`config.mk`:
```
export PLATFORM = sky130hd
export DESIGN_NAME = dct_channel
export DESIGN_NICKNAME = d
export VERILOG_FILES = /design/src/design/dct_pkg.sv /design/src/design/dct_channel.sv
export VERILOG_INCLUDE_DIRS = /design/src /design/src/design
export SDC_FILE = /design/constraint.sdc
export NUM_CORES = 1
export LEC_CHECK = 0
export BUFFER_PORTS_ARGS = -buffer_cell sky130_fd_sc_hd__buf_2
export CAP_MARGIN = 25
export CORE_MARGIN = 2
export CORE_UTILIZATION = 25
export DETAILED_ROUTE_END_ITERATION = 6
export PLACE_DENSITY = 0.46
export REMOVE_ABC_BUFFERS = 1
export SETUP_SLACK_MARGIN = 0.4
export SLEW_MARGIN = 25
export SYNTH_ARGS = -nofsm -noshare
export SYNTH_HDL_FRONTEND = slang
export SYNTH_SLANG_ARGS = --single-unit
```
`constraint.sdc`:
```
create_clock -name core_clk -period 8.1 [get_ports core_clk]
set_input_delay 0.405 -clock core_clk [delete_from_list [all_inputs] [get_ports core_clk]]
set_output_delay 0.405 -clock core_clk [all_outputs]
set_load 0.03 [all_outputs]
```
`src/design/dct_consts.svh`:
```
/*
  register offsets, field positions, codes and reset values of the
  delay counter channel; assumes a 4-bit word address on the reg port.
*/
`ifndef DCT_CONSTS_SVH
`define DCT_CONSTS_SVH
////////////////////////////////////////////////////////////////////////
// word offsets on the register port
`define DCT_OFF_UNIT   4'h0
`define DCT_OFF_PSC    4'h1
`define DCT_OFF_MODE   4'h2
`define DCT_OFF_CMP    4'h3
`define DCT_OFF_COUNT  4'h4
`define DCT_OFF_START  4'h5
`define DCT_OFF_STOP   4'h6
`define DCT_OFF_ENSTAT 4'h7
`define DCT_OFF_TOE    4'h8
`define DCT_OFF_STAT   4'h9
////////////////////////////////////////////////////////////////////////
// mode register field positions
`define DCT_CKS_HI   15
`define DCT_CKS_LO   14
`define DCT_CCS      12
`define DCT_SPLIT    11
`define DCT_STS_HI   10
`define DCT_STS_LO   8
`define DCT_CIS_HI   7
`define DCT_CIS_LO   6
`define DCT_MD_HI    3
`define DCT_MD_LO    1
`define DCT_MD_RETRG 0
`define DCT_PSC_W    4
////////////////////////////////////////////////////////////////////////
// field codes
`define DCT_MD_ONECNT 3'h4
`define DCT_STS_PIN   3'h1
`define DCT_CIS_FALL  2'h0
`define DCT_CIS_RISE  2'h1
`define DCT_CIS_BOTH  2'h2
`define DCT_CKS_0     2'h0
`define DCT_CKS_2     2'h1
`define DCT_CKS_1     2'h2
`define DCT_CKS_3     2'h3
////////////////////////////////////////////////////////////////////////
// reset values and masks
`define DCT_RST_WORD  16'h0000
`define DCT_MASK_16   16'hFFFF
`define DCT_MASK_8    16'h00FF
`endif

```
`src/design/dct_pkg.sv`:
```
/*
  types of the delay counter channel: channel state and the state record;
  takes no numbers from dct_consts.svh; the state codes are given here.
*/
package dct_pkg;
  // channel sequencing
  typedef enum logic [1:0] {
    DCT_IDLE  = 2'b00,
    DCT_WAIT  = 2'b01,
    DCT_COUNT = 2'b10
  } dct_state_e;

  typedef logic [15:0] dct_word_t;

  // every flip-flop of the channel
  typedef struct packed {
    logic       unit_en;
    dct_word_t  psc;
    dct_word_t  psc_cnt;
    dct_word_t  mode;
    dct_word_t  cmp;
    dct_word_t  cnt;
    logic       toe;
    logic       en;
    dct_state_e st;
    logic       load_pend;
    logic       irq;
    logic       pin_s1;
    logic       pin_s2;
    logic       samp;
    dct_word_t  rdata;
  } dct_state_s;
endpackage

```
`src/design/dct_channel.sv`:
```
/*
  one 16-bit timer channel used as a delay counter, with its unit
  prescaler and unit enable; registers on a plain strobe port.
  assumes one 40 MHz clock, a synchronous reset and an asynchronous pin.
*/
// Decided for this implementation: the placing of the registers and strobed register access.
// Behaviour
// RQ1 - pin valid edge starts down-count, then interrupt
// RQ2 - software start while enabled acts as trigger
// RQ3 - interval is count period times compare plus one
// RQ4 - start write sets enable, waits for edge
// RQ5 - trigger loads compare, decrement each count clock
// RQ6 - zero gives interrupt, halts until next trigger
// RQ7 - new compare value used only at next load
// RQ8 - start bit clears itself
// RQ9 - stop write clears enable, count holds
// RQ10 - one-count operation only with mode 100B
// RQ11 - mode bit: retrigger during count ignored/accepted
// RQ12 - edge select: falling, rising, both; 11B prohibited
// RQ13 - trigger select 001B picks pin edge
// RQ14 - split bit picks 8-bit on channels 1,3
// RQ15 - clock select: CK0, CK1; CK2/CK3 only 8-bit
// RQ16 - count source 0 uses operation clock
// RQ17 - software keeps master select zero here
// RQ18 - software keeps timer output disabled here
// RQ19 - unit disabled: clock stopped, writes ignored
// RQ20 - unit disable returns everything to reset
// RQ21 - count always readable, status never updated
// RQ22 - pin sampled on operation clock before edges
// RQ23 - accepted retrigger reloads compare, restarts count
// RQ24 - interrupt one operation clock wide at zero
`include "dct_consts.svh"
`timescale 1ns/100ps
`default_nettype none

module dct_channel #(
  parameter int CHAN_NUM = 1
) (
  input  wire logic        core_clk,
  input  wire logic        sys_rst,
  input  wire logic [3:0]  reg_addr,
  input  wire logic [15:0] reg_wdata,
  input  wire logic        reg_wr,
  input  wire logic        reg_rd,
  output logic      [15:0] reg_rdata,
  input  wire logic        event_input_pin,
  output logic             chan_timer_irq,
  output logic             chan_enable_status,
  output logic             timer_out_pin
);

  ////////////////////////////////////////////////////////////////////////
  // elaboration check: the unit has channels 0 to 3
  if (CHAN_NUM < 0 || CHAN_NUM > 3) begin : g_bad_chan
    $error("dct_channel: CHAN_NUM must be 0 to 3");
  end

  // only channels 1 and 3 own the split control
  localparam logic SPLIT_OK = (CHAN_NUM == 1) || (CHAN_NUM == 3);

  ////////////////////////////////////////////////////////////////////////
  // functions
  // prescaler tap: fires once every 2**div cycles
  function automatic logic ck_tick(input logic [15:0] cnt,
                                   input logic [3:0]  div);
    logic [15:0] mask;
    mask = (16'h0001 << div) - 16'h0001;
    return (cnt & mask) == mask;
  endfunction

  // counter width mask for 8- or 16-bit operation
  function automatic logic [15:0] wmask(input logic w8);
    return w8 ? `DCT_MASK_8 : `DCT_MASK_16;
  endfunction

  ////////////////////////////////////////////////////////////////////////
  // state and decode
  dct_pkg::dct_state_s s_q;
  dct_pkg::dct_state_s s_d;

  logic        wr_start;
  logic        wr_stop;
  logic        w8;
  logic [15:0] msk;
  logic [3:0]  ck;
  logic        op_tick;
  logic        pin_edge;
  logic        mode_ok;
  logic        trig;
  logic        cnt_tick;
  logic        do_load;
  logic        do_dec;
  logic [15:0] cnt_nx;

  ////////////////////////////////////////////////////////////////////////
  // next-state logic; unit disable comes after all but the unit enable write, so it overrides them
  always_comb begin
    s_d       = s_q;
    s_d.rdata = `DCT_RST_WORD;
    wr_start  = reg_wr && (reg_addr == `DCT_OFF_START) && reg_wdata[0];
    wr_stop   = reg_wr && (reg_addr == `DCT_OFF_STOP) && reg_wdata[0];
    w8        = SPLIT_OK && s_q.mode[`DCT_SPLIT];              // see RQ14
    msk       = wmask(w8);
    mode_ok   = s_q.mode[`DCT_MD_HI:`DCT_MD_LO] == `DCT_MD_ONECNT; // see RQ10
    do_load   = 1'b0;
    do_dec    = 1'b0;
    cnt_nx    = `DCT_RST_WORD;

    // prescaler runs only with the unit clock supplied
    s_d.psc_cnt = s_q.psc_cnt + 16'h0001;                      // see RQ19
    for (int k = 0; k < 4; k++) begin
      ck[k] = ck_tick(s_q.psc_cnt, s_q.psc[4*k +: `DCT_PSC_W]);
    end

    // operation clock select; CK2/CK3 fall back to CK0 when not allowed
    case (s_q.mode[`DCT_CKS_HI:`DCT_CKS_LO])                  // see RQ15
      `DCT_CKS_0: op_tick = ck[0];
      `DCT_CKS_1: op_tick = ck[1];
      `DCT_CKS_2: op_tick = w8 ? ck[2] : ck[0];
      `DCT_CKS_3: op_tick = w8 ? ck[3] : ck[0];
      default:    op_tick = ck[0];
    endcase

    // pin crossing, then resample on the operation clock
    s_d.pin_s1 = event_input_pin;
    s_d.pin_s2 = s_q.pin_s1;
    if (op_tick) begin
      s_d.samp = s_q.pin_s2;                                   // see RQ22
    end

    // valid edge; the prohibited code never fires
    case (s_q.mode[`DCT_CIS_HI:`DCT_CIS_LO])                  // see RQ12
      `DCT_CIS_FALL: pin_edge = op_tick && s_q.samp && !s_q.pin_s2;
      `DCT_CIS_RISE: pin_edge = op_tick && !s_q.samp && s_q.pin_s2;
      `DCT_CIS_BOTH: pin_edge = op_tick && (s_q.samp != s_q.pin_s2);
      default:       pin_edge = 1'b0;
    endcase

    // count clock: operation clock, or the valid edge when source is 1
    cnt_tick = s_q.mode[`DCT_CCS] ? pin_edge : op_tick;        // see RQ16

    // start triggers: pin edge when selected, or a software start
    trig = mode_ok && s_q.en && (wr_start ||                   // see RQ2
           (pin_edge &&
            s_q.mode[`DCT_STS_HI:`DCT_STS_LO] == `DCT_STS_PIN)); // see RQ1, RQ13

    // interrupt lasts until the next operation clock
    if (op_tick) begin
      s_d.irq = 1'b0;                                          // see RQ24
    end

    // channel sequencing
    case (s_q.st)
      dct_pkg::DCT_IDLE: begin
        s_d.load_pend = 1'b0;
      end
      dct_pkg::DCT_WAIT: begin
        if (trig) begin
          s_d.load_pend = 1'b1;                                // see RQ5
          s_d.st        = dct_pkg::DCT_COUNT;
        end
      end
      dct_pkg::DCT_COUNT: begin
        // a stop in the same cycle wins: the count freezes where it stands
        // and no interrupt is raised from a value that never got stored
        if (cnt_tick && mode_ok && !wr_stop) begin               // see RQ9
          // first tick after a trigger loads, so the span is value plus one
          if (s_q.load_pend) begin
            do_load = 1'b1;
            cnt_nx  = s_q.cmp & msk;                           // see RQ3, RQ7
          end else begin
            do_dec = 1'b1;
            cnt_nx = (s_q.cnt - 16'h0001) & msk;               // see RQ5
          end
          s_d.cnt       = cnt_nx;
          s_d.load_pend = 1'b0;
          if (cnt_nx == `DCT_RST_WORD) begin
            s_d.irq = 1'b1;                                    // see RQ6
            s_d.st  = dct_pkg::DCT_WAIT;
          end
        end
        // a later trigger restarts only when retrigger is enabled
        if (trig && s_q.mode[`DCT_MD_RETRG]) begin             // see RQ11
          s_d.load_pend = 1'b1;                                // see RQ23
          s_d.st        = dct_pkg::DCT_COUNT;
        end
      end
      default: begin
        s_d.st = dct_pkg::DCT_IDLE;
      end
    endcase

    // start while stopped enables and arms; start bit itself is not stored
    if (wr_start && !s_q.en) begin                             // see RQ8
      s_d.en        = 1'b1;                                    // see RQ4
      s_d.st        = dct_pkg::DCT_WAIT;
      s_d.load_pend = 1'b0;
    end
    // stop leaves the count frozen where it is
    if (wr_stop) begin
      s_d.en        = 1'b0;                                    // see RQ9
      s_d.st        = dct_pkg::DCT_IDLE;
      s_d.load_pend = 1'b0;
    end

    // configuration writes; mode is not protected while counting
    if (reg_wr) begin
      case (reg_addr)
        `DCT_OFF_PSC:  s_d.psc  = reg_wdata;
        `DCT_OFF_MODE: s_d.mode = reg_wdata;
        `DCT_OFF_CMP:  s_d.cmp  = reg_wdata;                   // see RQ7
        `DCT_OFF_TOE:  s_d.toe  = reg_wdata[0];                // see RQ18
        default: ;
      endcase
    end

    // read data, valid only in the cycle after the strobe
    if (reg_rd) begin
      case (reg_addr)
        `DCT_OFF_UNIT:   s_d.rdata = {15'h0000, s_q.unit_en};
        `DCT_OFF_PSC:    s_d.rdata = s_q.psc;
        `DCT_OFF_MODE:   s_d.rdata = s_q.mode;
        `DCT_OFF_CMP:    s_d.rdata = s_q.cmp;
        `DCT_OFF_COUNT:  s_d.rdata = s_q.cnt;                  // see RQ21
        `DCT_OFF_ENSTAT: s_d.rdata = {15'h0000, s_q.en};
        `DCT_OFF_TOE:    s_d.rdata = {15'h0000, s_q.toe};
        default:         s_d.rdata = `DCT_RST_WORD;            // status stays 0
      endcase
    end

    // unit disabled: everything but the unit enable, the pin synchronizer and the read data returns to reset
    if (!s_q.unit_en) begin                                    // see RQ19, RQ20
      s_d.psc       = `DCT_RST_WORD;
      s_d.psc_cnt   = `DCT_RST_WORD;
      s_d.mode      = `DCT_RST_WORD;
      s_d.cmp       = `DCT_RST_WORD;
      s_d.cnt       = `DCT_RST_WORD;
      s_d.toe       = 1'b0;
      s_d.en        = 1'b0;
      s_d.st        = dct_pkg::DCT_IDLE;
      s_d.load_pend = 1'b0;
      s_d.irq       = 1'b0;
      s_d.samp      = 1'b0;
    end
    // the unit enable itself is always writable
    if (reg_wr && reg_addr == `DCT_OFF_UNIT) begin
      s_d.unit_en = reg_wdata[0];
    end
  end

  ////////////////////////////////////////////////////////////////////////
  // state register
  always_ff @(posedge core_clk) begin
    if (sys_rst) begin
      s_q <= '0;
    end else begin
      s_q <= s_d;
    end
  end

  // outputs; the output pin is not used by this mode
  assign reg_rdata          = s_q.rdata;
  assign chan_timer_irq     = s_q.irq;
  assign chan_enable_status = s_q.en;
  assign timer_out_pin      = 1'b0;
endmodule

`default_nettype wire

```
==> impl_metrics.tcl, run 1 <==
set metrics [dict create \
    status "finished clean" \
    slew_headroom_pct 29.9 \
    arrival_ns 4.38 \
    drt_iter0_drc 493 \
    end_kind "register" \
    core_um2 25300 \
    grt_overflow_total 0 \
    netlist-cell-type-count 80 \
    tns_ns 0 \
    yosys_warnings 0 \
    nets 874 \
    vias 6144 \
    async_flop_share_pct 0 \
    ir_drop_uv 85.1 \
    cts_hold_buf 0 \
    cts_max_level 3 \
    period_needed_ns 4.13 \
    netlist.area_leader.share_pct 32.5 \
    yosysSeqAreaShare_pct 32.5 \
    grt_pass1_wl_mm 33.1 \
    synth.most_common_cell "nand2_1" \
    clockBufferDepth 2 \
    drv_cap 0 \
    clk_latency_ns 0.37 \
    syn2layout_area_growth_pct 8.99 \
    wl_per_cell_um 17.9 \
    fin_util_pct 27.8 \
    ant_nets 0 \
    drive_above_1_share_pct 9.95 \
    syn_area_per_cell_um2 7.46 \
    p_per_area_nw_per_um2 144 \
    synth-seq-cells 105 \
    dp_slack_ns 4.02 \
    seq_area_um2 2100 \
    grt_pass1_vias 5720 \
    via_per_inst 5.23 \
    placed_cells 1158 \
    crit_required_ns 8.35 \
    clock_skew_ns 0.0114 \
    mappedNetlistArea_um2 6470 \
    multi_input_area_um2 3910 \
    max_freq_ghz 0.242 \
    dieArea_um2 27200 \
    antenna_cells 0 \
    cts_resized 0 \
    synth_commonest_cells "nand2_1, dfxtp_1, a21oi_1" \
    cts_tree "done" \
    gp_routability_congestion 0.816 \
    cts_setup_buffers 0 \
    grt_max_degree 84 \
    netlist.top_cell.by_area "dfxtp_1" \
    critPathKind "reg2reg" \
    n_fill_cell 2749 \
    die_w_um 165 \
    synth-edff-count 0 \
    finalSetupViolCount 0 \
    port-buffer-count 42 \
    ctsRootBufferMaster "clkbuf_16" \
    dr.pass1.iters 5 \
    io_pins 44 \
    fin_cells 1174 \
    post-route-drc-count 0 \
    setup_ws_ns 3.97 \
    row_count 58 \
    start_util_pct 25.5 \
    post-route-period-util_pct 51.0 \
    grt_usage_pct 15.8 \
    synth_area_leaders "dfxtp_1, nand2_1, a21oi_1" \
    worstMarginPinSlew_ns 1.05 \
    synth-main-ff-cell "dfxtp_1" \
    p_leak_nw 2.25 \
    rsz0062_at_grt "false" \
    critPathLaunchType "register" \
    antenna_found_initial 0 \
    crit_fanout 25 \
    numCtsBuffers 9 \
    synthCells 867 \
    die_h_um 165 \
    finalHoldViolations 0 \
    clk_pin_slew_ns 0.08 \
    min_path_type "in2reg" \
    dp_hpwl_mm 14.5 \
    maxSlewViolCount 0 \
    wl_mm 21.1 \
    cts.sinks 105 \
]
registers in the layout (all words and copies together) (netlist names):
name                cells
chan_enable_status      1
chan_timer_irq          1
reg_rdata              16
s_d                     1
s_q                    86
per-layer routing:
metal  routed length, um  global-route usage [%]
met2                9420                    24.7
met1               10400                    22.4
met4                 265                    3.91
met5                   0                       0
met3                 957                    3.04
worst max-delay path, cell delays in order, from the launching register on:
cell and delay, ns:
dfxtp_1 0.57, inv_1 0.10, or4_1 0.53, ha_1 0.39, or3_1 0.40, o21a_1 0.20
o32a_1 0.28, nand4_1 0.10, nor3_1 0.06, o311a_2 0.42, and3_2 0.44, and3_1 0.27
a31oi_1 0.16, a21oi_1 0.08
worst paths after layout:
| check | start | endpoint | slack (ns) | depth (start not counted) |
|---|---|---|---|---|
| max | s_q[89] | s_q[21] | 3.97 | 13 |
| min | event_input_pin | s_d[17] | 0.25 | 2 |
| max reg2reg | s_q[89] | s_q[21] | 3.97 | 13 |
| min reg2reg | s_d[17] | s_q[17] | 0.45 | 1 |
cells by family after synthesis:
logic type / Yosys count / synth area share (%)
AND/OR/NAND/NOR: 362 / 28.0
AO/OA/AOI/OAI: 243 / 24.1
buffers and inverters: 106 / 7.60
flip-flops: 105 / 32.5
XOR/XNOR: 21 / 2.84
multiplexers: 19 / 2.98
adder cells (fa/ha/maj): 10 / 1.93
other: 1 / 0.0580
metrics by stage:
step	cell area (um^2)	hold slack, ns	total power [mW]
2_1_floorplan	6060	0.414	0.539
3_3_place_gp	6750	0.421	0.561
5_1_grt	7050	0.261	1.05
3_5_place_dp	6750	0.446	0.561
6_report	7050	0.249	1.02
4_1_cts	7050	0.247	1.03
area by class of cell:
| type | instances | share of cell area [%] |
|---|---|---|
| clock buffer | 10 | 3.25 |
| tap | 330 | 5.86 |
| multi-input combinational | 656 | 55.5 |
| inverter | 21 | 1.12 |
| sequential | 105 | 29.8 |
| clock inverter | 6 | 1.06 |
| timing repair buffer | 46 | 3.41 |
report_power, final:
group | switching (mW) | leakage (nW) | internal [mW]
Clock | 0.222 | 0.145 | 0.245
Combinational | 0.0229 | 1.26 | 0.00860
Sequential | 0.000540 | 0.846 | 0.516
placed cells by master, fill, tap and decap left out, types with 4 or more instances in the layout:
cell       count
a21o_1         5
a21oi_1       96
a22oi_1       33
a311oi_1       5
a31oi_1        9
and3_1         6
buf_2         42
buf_4          4
clkbuf_16      9
dfxtp_1      105
ha_1          10
inv_1         20
mux2i_1       17
nand2_1      142
nand2b_1      19
nand3_1       15
nand3b_1       4
nand4_1        8
nor2_1        69
nor2b_1       17
nor3_1        17
nor3b_1        5
nor4_1         8
nor4b_1        5
o21a_1         4
o21ai_0       32
o21bai_1       5
o221ai_1       7
o22ai_1        4
or3_1         10
or4_1          8
xnor2_1       14
xor2_1         7
No activity file was read; power rests on OpenSTA's default activity.
==> run 2: changes to the inputs <==
- PLACE_DENSITY: 0.46 -> 0.47
- clock period: 8.1 -> 3.5 ns (I/O delays scaled with it)
==> run 2 against run 1 <==
Against the previous run: sequential cell count unchanged; fmax up 22%; via count is 3.8% higher; utilization rose by 3.5 points; cell count rose by 6.0%; sequential share of layout area is 3.3 points lower; count of clock-buffer cells in the layout did not move; critical path depth grew 1.
==> impl_metrics.tcl, run 2 (synthesis gave the netlist of run 1 again) <==
set metrics [dict create \
    status "finished clean" \
    swShare_pct 23.9 \
    p_per_area_nw_per_um2 298 \
    drive_above_1_share_pct 21.4 \
    antenna_found_initial 0 \
    critPathLaunchType "register" \
    dp_hpwl_mm 15.0 \
    seqPwrFrac_pct 50.5 \
    clk_latency_ns 0.36 \
    arrival_ns 3.62 \
    antenna_cells 0 \
    port-buffer-count 42 \
    nets 944 \
    p_leak_nw 2.68 \
    fin_util_pct 31.3 \
    row_count 58 \
    clk_pin_slew_ns 0.08 \
    grt_pass1_wl_mm 33.4 \
    critPathKind "reg2reg" \
    min_path_type "in2reg" \
    tns_ns 0 \
    cts.sinks 105 \
    mostFrequentLayoutCells "nand2_1, dfxtp_1, a21oi_1" \
    final_common_cell "nand2_1" \
    dieArea_um2 27200 \
    clock_power_share_pct 46.5 \
    grt_usage_pct 15.8 \
    dr.pass1.iters 7 \
    grt_max_degree 50 \
    crit_required_ns 3.73 \
    syn2layout_area_growth_pct 22.7 \
    cts_max_level 3 \
    intPower_mw 1.80 \
    finalHoldViolations 0 \
    vias 6375 \
    crit_fanout 7 \
    grt_pass1_vias 5880 \
    ir_drop_uv 207 \
    die_h_um 165 \
    drt_iter0_drc 378 \
    core_um2 25300 \
    start_util_pct 25.5 \
    slew_headroom_pct 32.3 \
    numCtsBuffers 9 \
    p_comb_share_pct 3.0 \
    largest_reg_flops 86 \
    worstMarginPinSlew_ns 1.01 \
    rsz0062_at_grt "true" \
    clockBufferDepth 2 \
    ctsRootBufferMaster "clkbuf_16" \
    cts_tree "done" \
    gp_routability_congestion 0.819 \
    hold-worst-slack_ns 0.0160 \
    ant_nets 0 \
    io_pins 44 \
    end_kind "register" \
    maxSlewViolCount 0 \
    grt_overflow_total 0 \
    drv_cap 0 \
    post-route-drc-count 0 \
    post-route-period-util_pct 97.0 \
    period_needed_ns 3.39 \
    via_per_inst 5.12 \
    clock_skew_ns 0.00905 \
    wl_mm 21.4 \
    regMostFlops "s_q" \
    switchingPower_mw 0.567 \
    wl_per_cell_um 17.2 \
    die_w_um 165 \
    finalSetupViolCount 0 \
    max_freq_ghz 0.295 \
]
[run 2: power groups by stage]
stage / logic, mW / registers, mW / clock network [mW]
after floorplan: 0.0240 / 1.22 / 0
after global placement: 0.0714 / 1.22 / 0
after detailed placement: 0.0708 / 1.22 / 0
after CTS: 0.0712 / 1.20 / 1.12
after global routing: 0.0789 / 1.20 / 1.17
final: 0.0722 / 1.20 / 1.10
[run 2: repair_timing]
action	in CTS	in global routing
buffers inserted	5	11
pin swaps	15	25
gates resized for setup	27	37
gates cloned	2	0
hold buffers	0	0
setup endpoints to repair	21	21
[run 2: final timing paths]
check                  startpoint      end  slack [ns]  depth (start not counted)
setup / recovery          s_q[89]  s_q[30]        0.11                         14
hold / removal    event_input_pin  s_d[17]        0.02                          2
setup reg to reg          s_q[89]  s_q[30]        0.11                         14
hold reg to reg           s_d[17]  s_q[17]        0.45                          1
[run 2: layer usage]
layer  vias to the layer above  wire [um]  share of wire [%]  GRT usage (%)
met5                         -          0                  0              0
met4                         0        250                1.2           3.56
met3                        17        959                4.5           2.54
met2                       147       9490                 44           24.0
met1                      3062      10700                 50           23.2
li1                       3149          -                  -              -
[run 2: through the flow]
step	cell area, um^2	std cells	power [mW]	setup WS (ns)
finish	7940	1244	2.37	0.106
detailed placement	7140	1210	1.29	-0.00891
floorplan	6060	782	1.25	-0.259
global route	7940	1244	2.44	0.00841
CTS	7680	1233	2.39	0.124
global placement	7140	1210	1.30	0.0428
[run 2: layout make-up]
type | instances | area [um^2]
inverters | 21 | 78.8
repair buffers | 116 | 877
flip-flops and latches | 105 | 2110
well taps | 330 | 413
clock inverters | 6 | 73.8
multi-input cells | 656 | 4150
clock buffers | 10 | 239
fillers | 2689 | 17400
[run 2: worst max-delay path: stages (launching register included)]
cell	delay, ns
dfxtp_2	0.33
or4_4	0.55
ha_4	0.20
or3_4	0.33
o21a_1	0.17
o32a_1	0.28
nand4_1	0.13
nor3_2	0.06
o311a_4	0.39
buf_4	0.14
and3_4	0.18
buf_12	0.13
buf_16	0.14
a31oi_1	0.16
a21oi_1	0.08
==> run 3: changes to the inputs <==
- CTS_CLUSTER_DIAMETER: default -> 150
- RECOVER_POWER: default -> 25
==> run 3 against run 2 <==
Against the previous run: count of clock-buffer cells in the layout unchanged; setup slack worse by 0.0055 ns; via count is essentially flat; cell count unchanged; critical endpoint unchanged; die area unchanged; largest cell class unchanged; sequential cell count did not move; largest power group unchanged; final area is 0.39% lower; hold slack worse by 0.0012 ns.
==> impl_metrics.tcl, run 3 (synthesis gave the netlist of run 1 again) <==
set metrics [dict create \
    status "finished clean" \
    wl_mm 21.4 \
    post-route-period-util_pct 97.1 \
    slowest_delay_ns 0.55 \
    die_h_um 165 \
    p_per_area_nw_per_um2 299 \
    worstMarginPinSlew_ns 1.03 \
    cts_tree "done" \
    core_um2 25300 \
    antenna_found_initial 0 \
    start_util_pct 25.5 \
    clock_skew_ns 0.00871 \
    drt_iter0_drc 407 \
    dp_hpwl_mm 15.0 \
    ant_nets 0 \
    placed_cells 1210 \
    min_path_type "in2reg" \
    largest_reg_flops 86 \
    critPathLaunchType "register" \
    nets 944 \
    grt_usage_pct 15.8 \
    crit_required_ns 3.73 \
    crit_fanout 7 \
    seqPwrFrac_pct 50.6 \
    vias 6379 \
    drv_cap 0 \
    ir_drop_uv 206 \
    drive_above_1_share_pct 19.3 \
    numCtsBuffers 9 \
    total_power_mw 2.36 \
    gp_routability_congestion 0.819 \
    clockBufferDepth 2 \
    critPathKind "reg2reg" \
    port-buffer-count 42 \
    clk_pin_slew_ns 0.08 \
    ctsRootBufferMaster "clkbuf_16" \
    finalHoldViolations 0 \
    cts.sinks 105 \
    mostFrequentLayoutCells "nand2_1, dfxtp_1, a21oi_1" \
    arrival_ns 3.63 \
    regMostFlops "s_q" \
    path_cells "or4_4 > ha_4 > or3_4 > o21a_1 > o32a_1 > nand4_1 > nor3_2 > o311a_4 > buf_4 > and3_4 > buf_12 > buf_16 > a31oi_1 > a21oi_1" \
    end_kind "register" \
    swShare_pct 23.8 \
    grt_pass1_vias 5880 \
    final_common_cell "nand2_1" \
    io_pins 44 \
    row_count 58 \
    max_freq_ghz 0.294 \
    switchingPower_mw 0.564 \
    syn2layout_area_growth_pct 22.2 \
    wl_per_cell_um 17.2 \
    rsz0062_at_grt "true" \
    period_needed_ns 3.40 \
    post-route-drc-count 0 \
    design_area_um2 7910 \
    p_comb_share_pct 3.0 \
    clk_latency_ns 0.36 \
    cts_hold_buf 0 \
    dr.pass1.iters 7 \
    dieArea_um2 27200 \
    finalSetupViolCount 0 \
    die_w_um 165 \
    cts_max_level 3 \
    slew_headroom_pct 31.1 \
    intPower_mw 1.80 \
    dpl_cell_area_um2 7140 \
    grt_max_degree 50 \
    p_leak_nw 2.60 \
    clock_power_share_pct 46.4 \
    grt_pass1_wl_mm 33.4 \
    slowest_stage "or4_4" \
    antenna_cells 0 \
    hold-worst-slack_ns 0.0148 \
    fin_cells 1244 \
    grt_overflow_total 0 \
    maxSlewViolCount 0 \
    via_per_inst 5.13 \
]
==> run 3: cell types whose count changed in the layout (fill, tap and decap cells not counted), sizes merged <==
cell,change
buf,-19
clkbuf,+19
==> run 3: final timing paths <==
kind / startpoint / endpoint / slack, ns / cells past startpoint
setup / recovery: s_q[89] / s_q[30] / 0.10 / 14
hold / removal: event_input_pin / s_d[17] / 0.01 / 2
setup reg to reg: s_q[89] / s_q[30] / 0.10 / 14
hold reg to reg: s_d[17] / s_q[17] / 0.45 / 1
==> run 3: routing by layer <==
metal | routed length [um] | track usage (%) | share of wire (%) | vias to the layer above
met3 | 990 | 2.54 | 4.6 | 19
met5 | 0 | 0 | 0 | -
met2 | 9470 | 24.0 | 44 | 165
li1 | - | - | - | 3143
met1 | 10600 | 23.2 | 50 | 3052
met4 | 272 | 3.56 | 1.3 | 0
==> run 3: through the flow <==
step	TNS [ns]	worst slack [ns]	util [%]
final	0	0.101	31.2
after global routing	0	0.00841	31.2
after floorplan	-2.43	-0.259	-
after detailed placement	-0.00992	-0.00891	28.2
after CTS	0	0.124	30.3
after global placement	0	0.0428	28.2
==> run 3: layout make-up <==
type | instances | area [um^2]
Clock buffer | 10 | 239
Clock inverter | 6 | 73.8
Fill cell | 2691 | 17400
Inverter | 21 | 78.8
Multi-Input combinational cell | 656 | 4140
Sequential cell | 105 | 2110
Tap cell | 330 | 413
Timing Repair Buffer | 116 | 851
==> run 3: power groups by stage <==
stage / combinational, mW / clock [mW] / sequential (mW)
6_report: 0.0711 / 1.10 / 1.20
5_1_grt: 0.0778 / 1.17 / 1.20
4_1_cts: 0.0712 / 1.12 / 1.20
3_5_place_dp: 0.0708 / 0 / 1.22
3_3_place_gp: 0.0714 / 0 / 1.22
2_1_floorplan: 0.0240 / 0 / 1.22
==> run 3: what timing repair did <==
action	in CTS	in global routing
resized for setup	27	37
cloned	2	0
pin swaps	15	25
buffers inserted	5	11
setup endpoints to repair	21	21
==> run 3: critical path: cells and delay by family (launching register included) <==
kind	cells	cell delay, ns
adders and majority gates	1	0.20
buffers and inverters	3	0.40
DFF	1	0.33
AOI/OAI and AO/OA	5	1.08
and+or+nand+nor	5	1.25
